==> src/sssx_pkg.sv <==
/*
  Package for the shift/subtract/store/sleep execution block: opcodes,
  function codes, exception codes, power states and reset values.
  Assumes a single 20 MHz core clock and a synchronous active-high reset.
*/
`default_nettype none
package sssx_pkg;
  // major opcodes and function codes
  localparam logic [5:0] PRIMARY_GROUP_ZERO = 6'h00;
  localparam logic [5:0] SYSTEM_COPROCESSOR_GROUP = 6'h10;
  localparam logic [5:0] STORE_WORD_OP = 6'h2b;
  localparam logic [5:0] STORE_LEFT_PART_OP = 6'h2a;
  localparam logic [5:0] LOGICAL_RIGHT_SHIFT_IMM_OP = 6'h02;
  localparam logic [5:0] LOGICAL_RIGHT_SHIFT_VAR_OP = 6'h06;
  localparam logic [5:0] ARITH_RIGHT_SHIFT_VAR_OP = 6'h07;
  localparam logic [5:0] MINUS_TRAPPING_OP = 6'h22;
  localparam logic [5:0] MINUS_NONTRAPPING_OP = 6'h23;
  localparam logic [5:0] LIGHT_SLEEP_OP = 6'h21;
  localparam logic [5:0] DEEP_SLEEP_OP = 6'h22;
  // instruction field positions
  localparam int OPC_LSB = 26;
  localparam int FIRST_LSB = 21;
  localparam int SECOND_LSB = 16;
  localparam int DEST_LSB = 11;
  localparam int SHAMT_LSB = 6;
  localparam int SYSFN_BIT = 25;
  localparam int ZERO19_LSB = 6;
  // exception codes reported with excValid
  localparam logic [2:0] EXC_NONE = 3'h0;
  localparam logic [2:0] EXC_OVERFLOW = 3'h1;
  localparam logic [2:0] EXC_ADDR_ERROR = 3'h2;
  localparam logic [2:0] EXC_COP_UNUSABLE = 3'h3;
  localparam logic [2:0] EXC_TLB_REFILL = 3'h4;
  localparam logic [2:0] EXC_TLB_INVALID = 3'h5;
  localparam logic [2:0] EXC_TLB_MODIFY = 3'h6;
  localparam logic [2:0] EXC_BUS_ERROR = 3'h7;
  // reset values
  localparam logic [63:0] RESET_DATA = 64'h0;
  localparam logic [4:0] RESET_REG = 5'h0;
  localparam logic [1:0] RESET_SETTLE = 2'h0;
  // idle is trusted only after both synchroniser stages have refreshed
  localparam logic [1:0] IDLE_SETTLE = 2'h2;
  // power states
  typedef enum logic [2:0] {
    SSSX_FULL = 3'b000,
    SSSX_LIGHT_WAIT = 3'b001,
    SSSX_LIGHT = 3'b010,
    SSSX_DEEP_WAIT = 3'b011,
    SSSX_DEEP = 3'b100
  } sssx_power_t;
endpackage : sssx_pkg
`default_nettype wire

==> src/sssx_sync2.sv <==
/*
  Two-flop synchroniser for a bundle of asynchronous level inputs.
  Assumes the inputs are levels held long enough to be seen.
*/
`default_nettype none
module sssx_sync2 #(
  parameter int W = 4
) (
  input wire logic mclk,         // core clock
  input wire logic reset,        // sync reset, active high
  input wire logic [W-1:0] din,  // asynchronous levels
  output logic [W-1:0] dout      // synchronised levels
);
  logic [W-1:0] stage1;

  // first stage is read by the second stage only
  always_ff @(posedge mclk) begin
    if (reset) begin
      stage1 <= '0;
      dout <= '0;
    end else begin
      stage1 <= din;
      dout <= stage1;
    end
  end
endmodule : sssx_sync2
`default_nettype wire

==> src/sssx_exec.sv <==
/*
  Execution unit for right shifts, subtracts, word and left-part stores
  and the two sleep instructions. At full speed one instruction is accepted per issue
  pulse; results and store requests come out of flops the next cycle.
  Assumes the decoder supplies operand values, and that the memory side
  reports translation/bus faults with a one-cycle pulse per store.
*/
// The implementer's own choices: the address-and-strobe port and the register addresses.
`default_nettype none
module sssx_exec (
  input wire logic mclk,                  // core clock, 20 MHz
  input wire logic reset,                 // sync reset, active high
  input wire logic issueValid,            // one-cycle pulse: instruction present
  input wire logic [31:0] instrWord,      // instruction word
  input wire logic [63:0] firstOperand,   // value of first_operand_reg (also store base)
  input wire logic [63:0] secondOperand,  // value of second_operand_reg
  input wire logic mode64,                // 64-bit mode level
  input wire logic copUsable,             // system coprocessor access permitted
  input wire logic busIdle,               // system_address_data_bus idle, async level
  input wire logic intPending,            // any interrupt incl. timer, async level
  input wire logic nmiReq,                // non-maskable interrupt, async level
  input wire logic softResetReq,          // soft reset request, async level
  input wire logic memTlbRefill,          // store fault pulses from translation
  input wire logic memTlbInvalid,         // translation invalid pulse
  input wire logic memTlbModify,          // translation modification pulse
  input wire logic memBusError,           // bus error pulse
  output logic resultValid,               // pulse: destination write
  output logic [4:0] resultReg,           // destination register number
  output logic [63:0] resultData,         // destination value
  output logic excValid,                  // pulse: exception taken
  output logic [2:0] excCode,             // exception kind
  output logic storeValid,                // pulse: store request
  output logic [63:0] storeAddr,          // virtual store address
  output logic [1:0] storeType,           // access type (bytes-1)
  output logic [2:0] storeOffset,         // doubleword byte offset
  output logic [63:0] storeData,          // doubleword store data
  output logic [7:0] storeByteEn,         // byte lanes written
  output logic coreClockEn,               // enable for internal core clocks
  output logic busClockEn,                // enable for bus_side_clock
  output logic refClockEn,                // enable for reference_clock_output
  output logic timerClockEn,              // enable for PLL/timer/interrupt clocks
  output logic pipeFrozen                 // pipeline frozen in a sleep mode
);
  import sssx_pkg::*;

  // ----------------------------------------------------------------
  // helpers
  // ----------------------------------------------------------------
  // sign-extend a 32-bit word result
  function automatic logic [63:0] sext32(input logic [31:0] w);
    sext32 = {{32{w[31]}}, w};
  endfunction : sext32

  // ----------------------------------------------------------------
  // field decode
  // ----------------------------------------------------------------
  wire logic [5:0] opc = instrWord[31:OPC_LSB];
  wire logic [5:0] fn = instrWord[5:0];
  wire logic [4:0] destReg = instrWord[15:DEST_LSB];
  wire logic [4:0] shiftAmount = instrWord[10:SHAMT_LSB];
  wire logic [4:0] varAmount = firstOperand[4:0];
  wire logic isGroupZero = (opc == PRIMARY_GROUP_ZERO);
  wire logic isSra = isGroupZero && (fn == ARITH_RIGHT_SHIFT_VAR_OP);
  wire logic isSrl = isGroupZero && (fn == LOGICAL_RIGHT_SHIFT_IMM_OP);
  wire logic isSrlv = isGroupZero && (fn == LOGICAL_RIGHT_SHIFT_VAR_OP);
  wire logic isSub = isGroupZero && (fn == MINUS_TRAPPING_OP);
  wire logic isSubu = isGroupZero && (fn == MINUS_NONTRAPPING_OP);
  // sleep forms need the function bit and an all-zero 19-bit field
  wire logic isSysFmt = (opc == SYSTEM_COPROCESSOR_GROUP) && instrWord[SYSFN_BIT]
                        && (instrWord[24:ZERO19_LSB] == 19'h0);
  wire logic isLight = isSysFmt && (fn == LIGHT_SLEEP_OP);
  wire logic isDeep = isSysFmt && (fn == DEEP_SLEEP_OP);
  wire logic isSw = (opc == STORE_WORD_OP);
  wire logic isSwl = (opc == STORE_LEFT_PART_OP);

  // ----------------------------------------------------------------
  // arithmetic
  // ----------------------------------------------------------------
  // operands are taken as sign-extended words; upper halves are ignored
  wire logic [31:0] opA = firstOperand[31:0];
  wire logic [31:0] opB = secondOperand[31:0];
  wire logic [31:0] sraRes = $signed(opB) >>> varAmount;
  wire logic [31:0] srlRes = opB >> shiftAmount;
  wire logic [31:0] srlvRes = opB >> varAmount;
  wire logic [32:0] diffFull = {1'b0, opA} + {1'b0, ~opB} + 33'h1;
  wire logic [31:0] diff = diffFull[31:0];
  // carry into bit 31 vs carry out of bit 31
  wire logic carry30 = opA[31] ^ ~opB[31] ^ diff[31];
  wire logic subOverflow = carry30 ^ diffFull[32];
  logic [31:0] aluWord;
  assign aluWord = isSra ? sraRes : isSrl ? srlRes : isSrlv ? srlvRes : diff;
  wire logic aluOp = isSra || isSrl || isSrlv || isSub || isSubu;
  // 32-bit mode keeps the plain word; upper half zero
  wire logic [63:0] aluOut = mode64 ? sext32(aluWord) : {32'h0, aluWord};

  // ----------------------------------------------------------------
  // store address and lanes
  // ----------------------------------------------------------------
  wire logic [63:0] effAddr = firstOperand + {{48{instrWord[15]}}, instrWord[15:0]};
  wire logic swMisaligned = (effAddr[1:0] != 2'b00);
  wire logic [1:0] swlByte = effAddr[1:0];
  wire logic [4:0] swlShift = 5'(8 * (3 - swlByte));
  // top (byte+1) register bytes placed so the MSB lands on the addressed byte
  wire logic [31:0] swlWord = opB >> swlShift;
  wire logic [3:0] swlLanes = 4'(4'hf >> (3 - swlByte));
  wire logic hiWord = effAddr[2];
  wire logic [63:0] swlData = hiWord ? {swlWord, 32'h0} : {32'h0, swlWord};
  wire logic [7:0] swlEn = hiWord ? {swlLanes, 4'h0} : {4'h0, swlLanes};
  wire logic [63:0] swData = hiWord ? {opB, 32'h0} : {32'h0, opB};
  wire logic [7:0] swEn = hiWord ? 8'hf0 : 8'h0f;

  // ----------------------------------------------------------------
  // synchronised wake and idle levels
  // ----------------------------------------------------------------
  logic [3:0] asyncSync;
  sssx_sync2 #(.W(4)) uSync (
    .mclk(mclk),
    .reset(reset),
    .din({busIdle, intPending, nmiReq, softResetReq}),
    .dout(asyncSync)
  );
  wire logic busIdleS = asyncSync[3];
  // any interrupt, nmi or soft reset wakes; cold reset is the reset port
  wire logic wakeReq = |asyncSync[2:0];

  // ----------------------------------------------------------------
  // issue: results, exceptions and stores
  // ----------------------------------------------------------------
  sssx_power_t pwr, next_pwr;
  logic [1:0] settleCnt;
  // new work is taken at full speed only; a draining sleep refuses it
  wire logic running = (pwr == SSSX_FULL);
  wire logic drainDone = busIdleS && (settleCnt == 2'h0);
  wire logic go = issueValid && running;
  wire logic sleepDenied = (isLight || isDeep) && !copUsable;
  wire logic overflowTrap = isSub && subOverflow;
  wire logic swFault = isSw && swMisaligned;
  // the register is written only when no overflow trap is taken
  wire logic next_resultValid = go && aluOp && !overflowTrap;
  wire logic next_store = go && ((isSw && !swMisaligned) || isSwl);
  logic storePending;
  // a memory fault arrives while a store is outstanding
  wire logic memFault = storePending && (memTlbRefill || memTlbInvalid || memTlbModify || memBusError);
  logic [2:0] memCode;
  assign memCode = memTlbRefill ? EXC_TLB_REFILL : memTlbInvalid ? EXC_TLB_INVALID :
                   memTlbModify ? EXC_TLB_MODIFY : EXC_BUS_ERROR;

  // register writeback
  always_ff @(posedge mclk) begin
    if (reset) begin
      resultValid <= 1'b0;
      resultReg <= RESET_REG;
      resultData <= RESET_DATA;
    end else begin
      resultValid <= next_resultValid;
      if (next_resultValid) begin
        resultReg <= destReg;
        resultData <= aluOut;
      end
    end
  end

  // exception report; decode-time faults win over a late memory fault
  always_ff @(posedge mclk) begin
    if (reset) begin
      excValid <= 1'b0;
      excCode <= EXC_NONE;
    end else if (go && (overflowTrap || swFault || sleepDenied)) begin
      excValid <= 1'b1;
      excCode <= overflowTrap ? EXC_OVERFLOW : swFault ? EXC_ADDR_ERROR : EXC_COP_UNUSABLE;
    end else if (memFault) begin
      excValid <= 1'b1;
      excCode <= memCode;
    end else begin
      excValid <= 1'b0;
      excCode <= EXC_NONE;
    end
  end

  // store request; type and offset follow little-endian memory
  always_ff @(posedge mclk) begin
    if (reset) begin
      storeValid <= 1'b0;
      storeAddr <= RESET_DATA;
      storeType <= 2'h0;
      storeOffset <= 3'h0;
      storeData <= RESET_DATA;
      storeByteEn <= 8'h0;
    end else begin
      storeValid <= next_store;
      if (next_store) begin
        storeAddr <= effAddr;
        storeType <= isSwl ? swlByte : 2'h3;
        storeOffset <= {hiWord, 2'b00};
        storeData <= isSwl ? swlData : swData;
        storeByteEn <= isSwl ? swlEn : swEn;
      end
    end
  end

  // one store outstanding until its next cycle; fault pulses come then
  always_ff @(posedge mclk) begin
    if (reset) begin
      storePending <= 1'b0;
    end else begin
      storePending <= next_store;
    end
  end

  // ----------------------------------------------------------------
  // power state machine
  // ----------------------------------------------------------------
  // the synchronised idle level lags the bus by two stages, so a store
  // issued just before the sleep could still look idle; wait it out
  always_ff @(posedge mclk) begin
    if (reset) begin
      settleCnt <= RESET_SETTLE;
    end else if (pwr == SSSX_FULL) begin
      settleCnt <= IDLE_SETTLE;
    end else if (settleCnt != 2'h0) begin
      settleCnt <= settleCnt - 2'h1;
    end
  end

  // writeback of the sleep instruction is the issue cycle here, so the
  // wait for bus idle starts on the following edge
  always_comb begin
    next_pwr = pwr;
    case (pwr)
      SSSX_FULL: begin
        if (go && isLight && copUsable) begin
          next_pwr = SSSX_LIGHT_WAIT;
        end else if (go && isDeep && copUsable) begin
          next_pwr = SSSX_DEEP_WAIT;
        end
      end
      SSSX_LIGHT_WAIT: begin
        if (wakeReq) begin
          next_pwr = SSSX_FULL;
        end else if (drainDone) begin
          next_pwr = SSSX_LIGHT;
        end
      end
      SSSX_DEEP_WAIT: begin
        if (wakeReq) begin
          next_pwr = SSSX_FULL;
        end else if (drainDone) begin
          next_pwr = SSSX_DEEP;
        end
      end
      SSSX_LIGHT: begin
        if (wakeReq) begin
          next_pwr = SSSX_FULL;
        end
      end
      SSSX_DEEP: begin
        if (wakeReq) begin
          next_pwr = SSSX_FULL;
        end
      end
      default: next_pwr = SSSX_FULL;
    endcase
  end

  // cold reset always returns to full speed
  always_ff @(posedge mclk) begin
    if (reset) begin
      pwr <= SSSX_FULL;
    end else begin
      pwr <= next_pwr;
    end
  end

  // clock enables; the wait states still run the core so the bus can drain
  wire logic sleeping = (pwr == SSSX_LIGHT) || (pwr == SSSX_DEEP);
  assign coreClockEn = !sleeping;
  assign busClockEn = (pwr != SSSX_DEEP);
  assign refClockEn = 1'b1;
  assign timerClockEn = 1'b1;
  assign pipeFrozen = !coreClockEn;
endmodule : sssx_exec
`default_nettype wire

==> config.mk <==
export PLATFORM = sky130hd
export DESIGN_NAME = sssx_exec
export DESIGN_NICKNAME = d
export VERILOG_FILES = /design/src/sssx_pkg.sv /design/src/sssx_sync2.sv /design/src/sssx_exec.sv
export SDC_FILE = /design/constraint.sdc
export NUM_CORES = 1
export LEC_CHECK = 0
export BUFFER_PORTS_ARGS = -buffer_cell sky130_fd_sc_hd__buf_2
export CAP_MARGIN = 5
export CORE_ASPECT_RATIO = 1.4
export CORE_MARGIN = 3
export CORE_UTILIZATION = 50
export DETAILED_ROUTE_END_ITERATION = 10
export PLACE_DENSITY = 0.75
export SYNTH_ARGS = -nofsm -noshare
export SYNTH_HDL_FRONTEND = slang
export SYNTH_HIERARCHICAL = 1
export SYNTH_SLANG_ARGS = --single-unit
==> constraint.sdc <==
create_clock -name mclk -period 4.7 [get_ports mclk]
set_input_delay 0 -clock mclk [delete_from_list [all_inputs] [get_ports mclk]]
set_output_delay 0 -clock mclk [all_outputs]
set_load 0.005 [all_outputs]
==> impl_metrics.tcl <==
set metrics [dict create \
    final_common_cell "buf_2" \
    grt_pass1_wl_um 112800 \
    synth_top_family_by_area "compound AO/OA/AOI/OAI gates" \
    syn-instance-count 2350 \
    peakVddDrop_uv 202.3 \
    drt-total-wl_um 77700 \
    tritoncts "built" \
    async_reset_ff_frac 0 \
    dr.pass1.iters 7 \
    yosys_warnings 6 \
    p_comb_frac 0.353 \
    numClockSinks 194 \
    finalWorstPathRequiredPeriod_ps 3985 \
    grt_start_max_net_pins 121 \
    yosys.area_share.simple 0.2070 \
    worst_path_max_delay_cell "nor4_4" \
    place.gp.congestion 1.068 \
    critical_path_buf_inv_count 3 \
    insertion_delay_ps 470 \
    crit_path_frequent_cell "a21oi_1" \
    antenna_found_initial 12 \
    pwr_density_cell_mw_per_mm2 249.2 \
    synth_cell_types 86 \
    synth_ff_type "dfxtp_1" \
    synth_area_mm2 0.01734 \
    num_vias 19722 \
    path_depth 16 \
    hold_violations 0 \
    syn2layout_area_growth_pct 15.24 \
    fp.dieW_um 163.4 \
    hold_path.class "in2reg" \
    synth_edf_count 0 \
    worst_pin_slew_ps 1155 \
    portBuffers 357 \
    endpoint "resultData[21]$_SDFFE_PP0P_" \
    post_cts.repair.setup_buffers 0 \
    rrSetupSlack_ps 1680 \
    grt_overflow_total 0 \
    switching_share 0.3937 \
    p_seq_frac 0.333 \
    critPathKind "in2reg" \
    switching_power_w 0.001960 \
    globalRouteTotalUtil 0.4047 \
    required_ps 5090 \
    cts_buffers 17 \
    drc_errors 0 \
    cp-start-kind "input pin" \
    clk_pin_slew_ps 80 \
    fmax_ghz 0.2509 \
    p_leak_nw 8.846 \
    setup_tns_ps 0 \
    path_cells "buf_2 > inv_1 > ha_1 > fa_1 > nand2b_1 > a21oi_1 > o41ai_2 > o31ai_2 > a41oi_2 > o41ai_1 > a21o_1 > a21oi_2 > nor4_4 > buf_4 > o211ai_1 > a21oi_1" \
    status "finished clean" \
    place_hpwl_um 59760 \
    synth_mux_area_frac 0.1003 \
    syn_area_per_cell_um2 7.377 \
    synth_compound_area_frac 0.2819 \
    synth_adder_area_share 0.07145 \
    cpLargestDelayFamily "compound AO/OA/AOI/OAI gates" \
    drive_gt1_frac 0.2035 \
    fp-row-count 80 \
    layout_common_cells "buf_2, nand2_1, a21oi_1, nor2_1, dfxtp_1" \
    grt_pass1_vias 18496 \
    ant_nets 0 \
    via_per_inst 6.449 \
    ys_seq_area_frac 0.2240 \
    r2r-end "resultData[21]$_SDFFE_PP0P_" \
    finalCritPeriodShare 0.8479 \
    crit_start "firstOperand[0]" \
    rr_worst_depth 6 \
    slew_headroom 0.2241 \
    initial_core_util 0.5079 \
    drt_iter0_markers 2442 \
    wire_per_inst_um 25.41 \
    htreeDepth 4 \
    die-area_mm2 0.03697 \
    synth_xor_area_frac 0.04193 \
    die_y_um 226.3 \
    fin_util 0.5853 \
    cts_root_buf "clkbuf_16" \
    crit_arrival_ps 4370 \
    rsz0062_at_grt "no" \
    setup_viol 0 \
    maxCapViolCount 0 \
    finalNetCount 2857 \
    yosys_register_bits 194 \
    p_clk_frac 0.314 \
    core_area_mm2 0.03413 \
    top_level_ports 394 \
    cp_max_fo 13 \
    report.final.slew_viol_count 0 \
    clockBufferDepth 2 \
    critPathMaxStageDelay_ps 950 \
    reg2reg_from "pwr[2]$_SDFFE_PP0P_" \
    intPower_w 0.003018 \
    end_kind "register" \
    skew_ps 16.18 \
]
-- worst min-delay path: stages --
cell and delay [ps]:
buf_2 80, ha_1 190, xnor2_1 130, o21ai_0 70
-- stage by stage --
stage               std cells  power, W  area, um2  worst slack (ps)  hold WS (ps)
finish                   3058  0.004978      19980             715.1         38.46
global route             3054  0.005161      19970             547.5         33.39
CTS                      3051  0.004919      19960             874.6         4.319
detailed placement       3000  0.003370      19160             420.8         223.3
global placement         3000  0.003369      19160             389.8         214.3
floorplan                2352  0.002814      17340             822.5         71.61
-- routing by layer --
layer | part of all wire | up-vias | global-route usage
met1 | 0.34 | 9172 | 0.4285
met5 | 0.00072 | - | 0
li1 | - | 9026 | -
met4 | 0.11 | 8 | 0.3462
met2 | 0.46 | 1162 | 0.6613
met3 | 0.098 | 354 | 0.1126
-- registers in the layout, summed over array words and instances, names as in the netlist --
name and cells:
storePending 1, excCode 3, resultReg 5, excValid 1, storeAddr 64, uSync/dout 4
uSync/stage1 4, resultValid 1, storeType 2, storeData 64, pwr 3, settleCnt 2
storeByteEn 7, resultData 33
-- layout make-up --
| type | count | area (um2) |
|---|---|---|
| Sequential cell | 194 | 3884 |
| Tap cell | 451 | 564.3 |
| Inverter | 61 | 229.0 |
| Antenna cell | 7 | 17.52 |
| Clock inverter | 15 | 187.7 |
| Fill cell | 3161 | 14150 |
| Timing Repair Buffer | 439 | 2456 |
| Multi-Input combinational cell | 1874 | 12210 |
| Clock buffer | 17 | 425.4 |
-- Yosys cell counts (28+ instances only) --
| cell | count | share of area |
|---|---|---|
| a21oi_1 | 287 | 0.083 |
| inv_1 | 59 | 0.013 |
| nand3_1 | 57 | 0.016 |
| o211ai_1 | 29 | 0.013 |
| o21ai_0 | 118 | 0.034 |
| mux4_2 | 33 | 0.043 |
| nor2_1 | 208 | 0.045 |
| nor3_1 | 69 | 0.020 |
| xor2_1 | 32 | 0.016 |
| a22oi_1 | 35 | 0.015 |
| xnor2_1 | 51 | 0.026 |
| dfxtp_1 | 194 | 0.22 |
| buf_4 | 44 | 0.019 |
| a211oi_1 | 53 | 0.023 |
| a221oi_1 | 29 | 0.015 |
| mux2i_1 | 77 | 0.044 |
| ha_1 | 95 | 0.069 |
| clkbuf_1 | 154 | 0.033 |
| nand4_1 | 34 | 0.012 |
| nand2_1 | 289 | 0.063 |
| a31oi_1 | 28 | 0.010 |
| a21o_1 | 66 | 0.029 |
-- cell families after synthesis --
logic type / Yosys count
buf+inv: 284
other cells: 2
xor+xnor: 83
compound gates: 768
simple gates: 791
mux: 130
flops: 194
fa+ha+maj: 98
-- worst min path at each step --
stage                            from                         end  cells past startpoint
floorplan                       reset    uSync/dout[0]$_SDFF_PP0_                      1
global placement           intPending  uSync/stage1[2]$_SDFF_PP0_                      2
detailed placement             nmiReq  uSync/stage1[1]$_SDFF_PP0_                      2
CTS                 secondOperand[25]  storeData[57]$_SDFFE_PP0P_                      4
global route        secondOperand[26]  storeData[26]$_SDFFE_PP0P_                      4
finish               firstOperand[45]  storeAddr[45]$_SDFFE_PP0P_                      4
-- what timing repair did --
action	CTS	global route
gates resized for setup	0	0
endpoints found under the hold margin	21	0
hold buffers	19	0
-- power by group through the flow --
stage	combinational, W	clock (W)	sequential (W)
finish	0.00176	0.00156	0.00166
CTS	0.00169	0.00157	0.00166
global placement	0.00167	0	0.00170
global route	0.00187	0.00163	0.00166
detailed placement	0.00167	0	0.00170
floorplan	0.00112	0	0.00170
(Power assumes the default switching activity.)
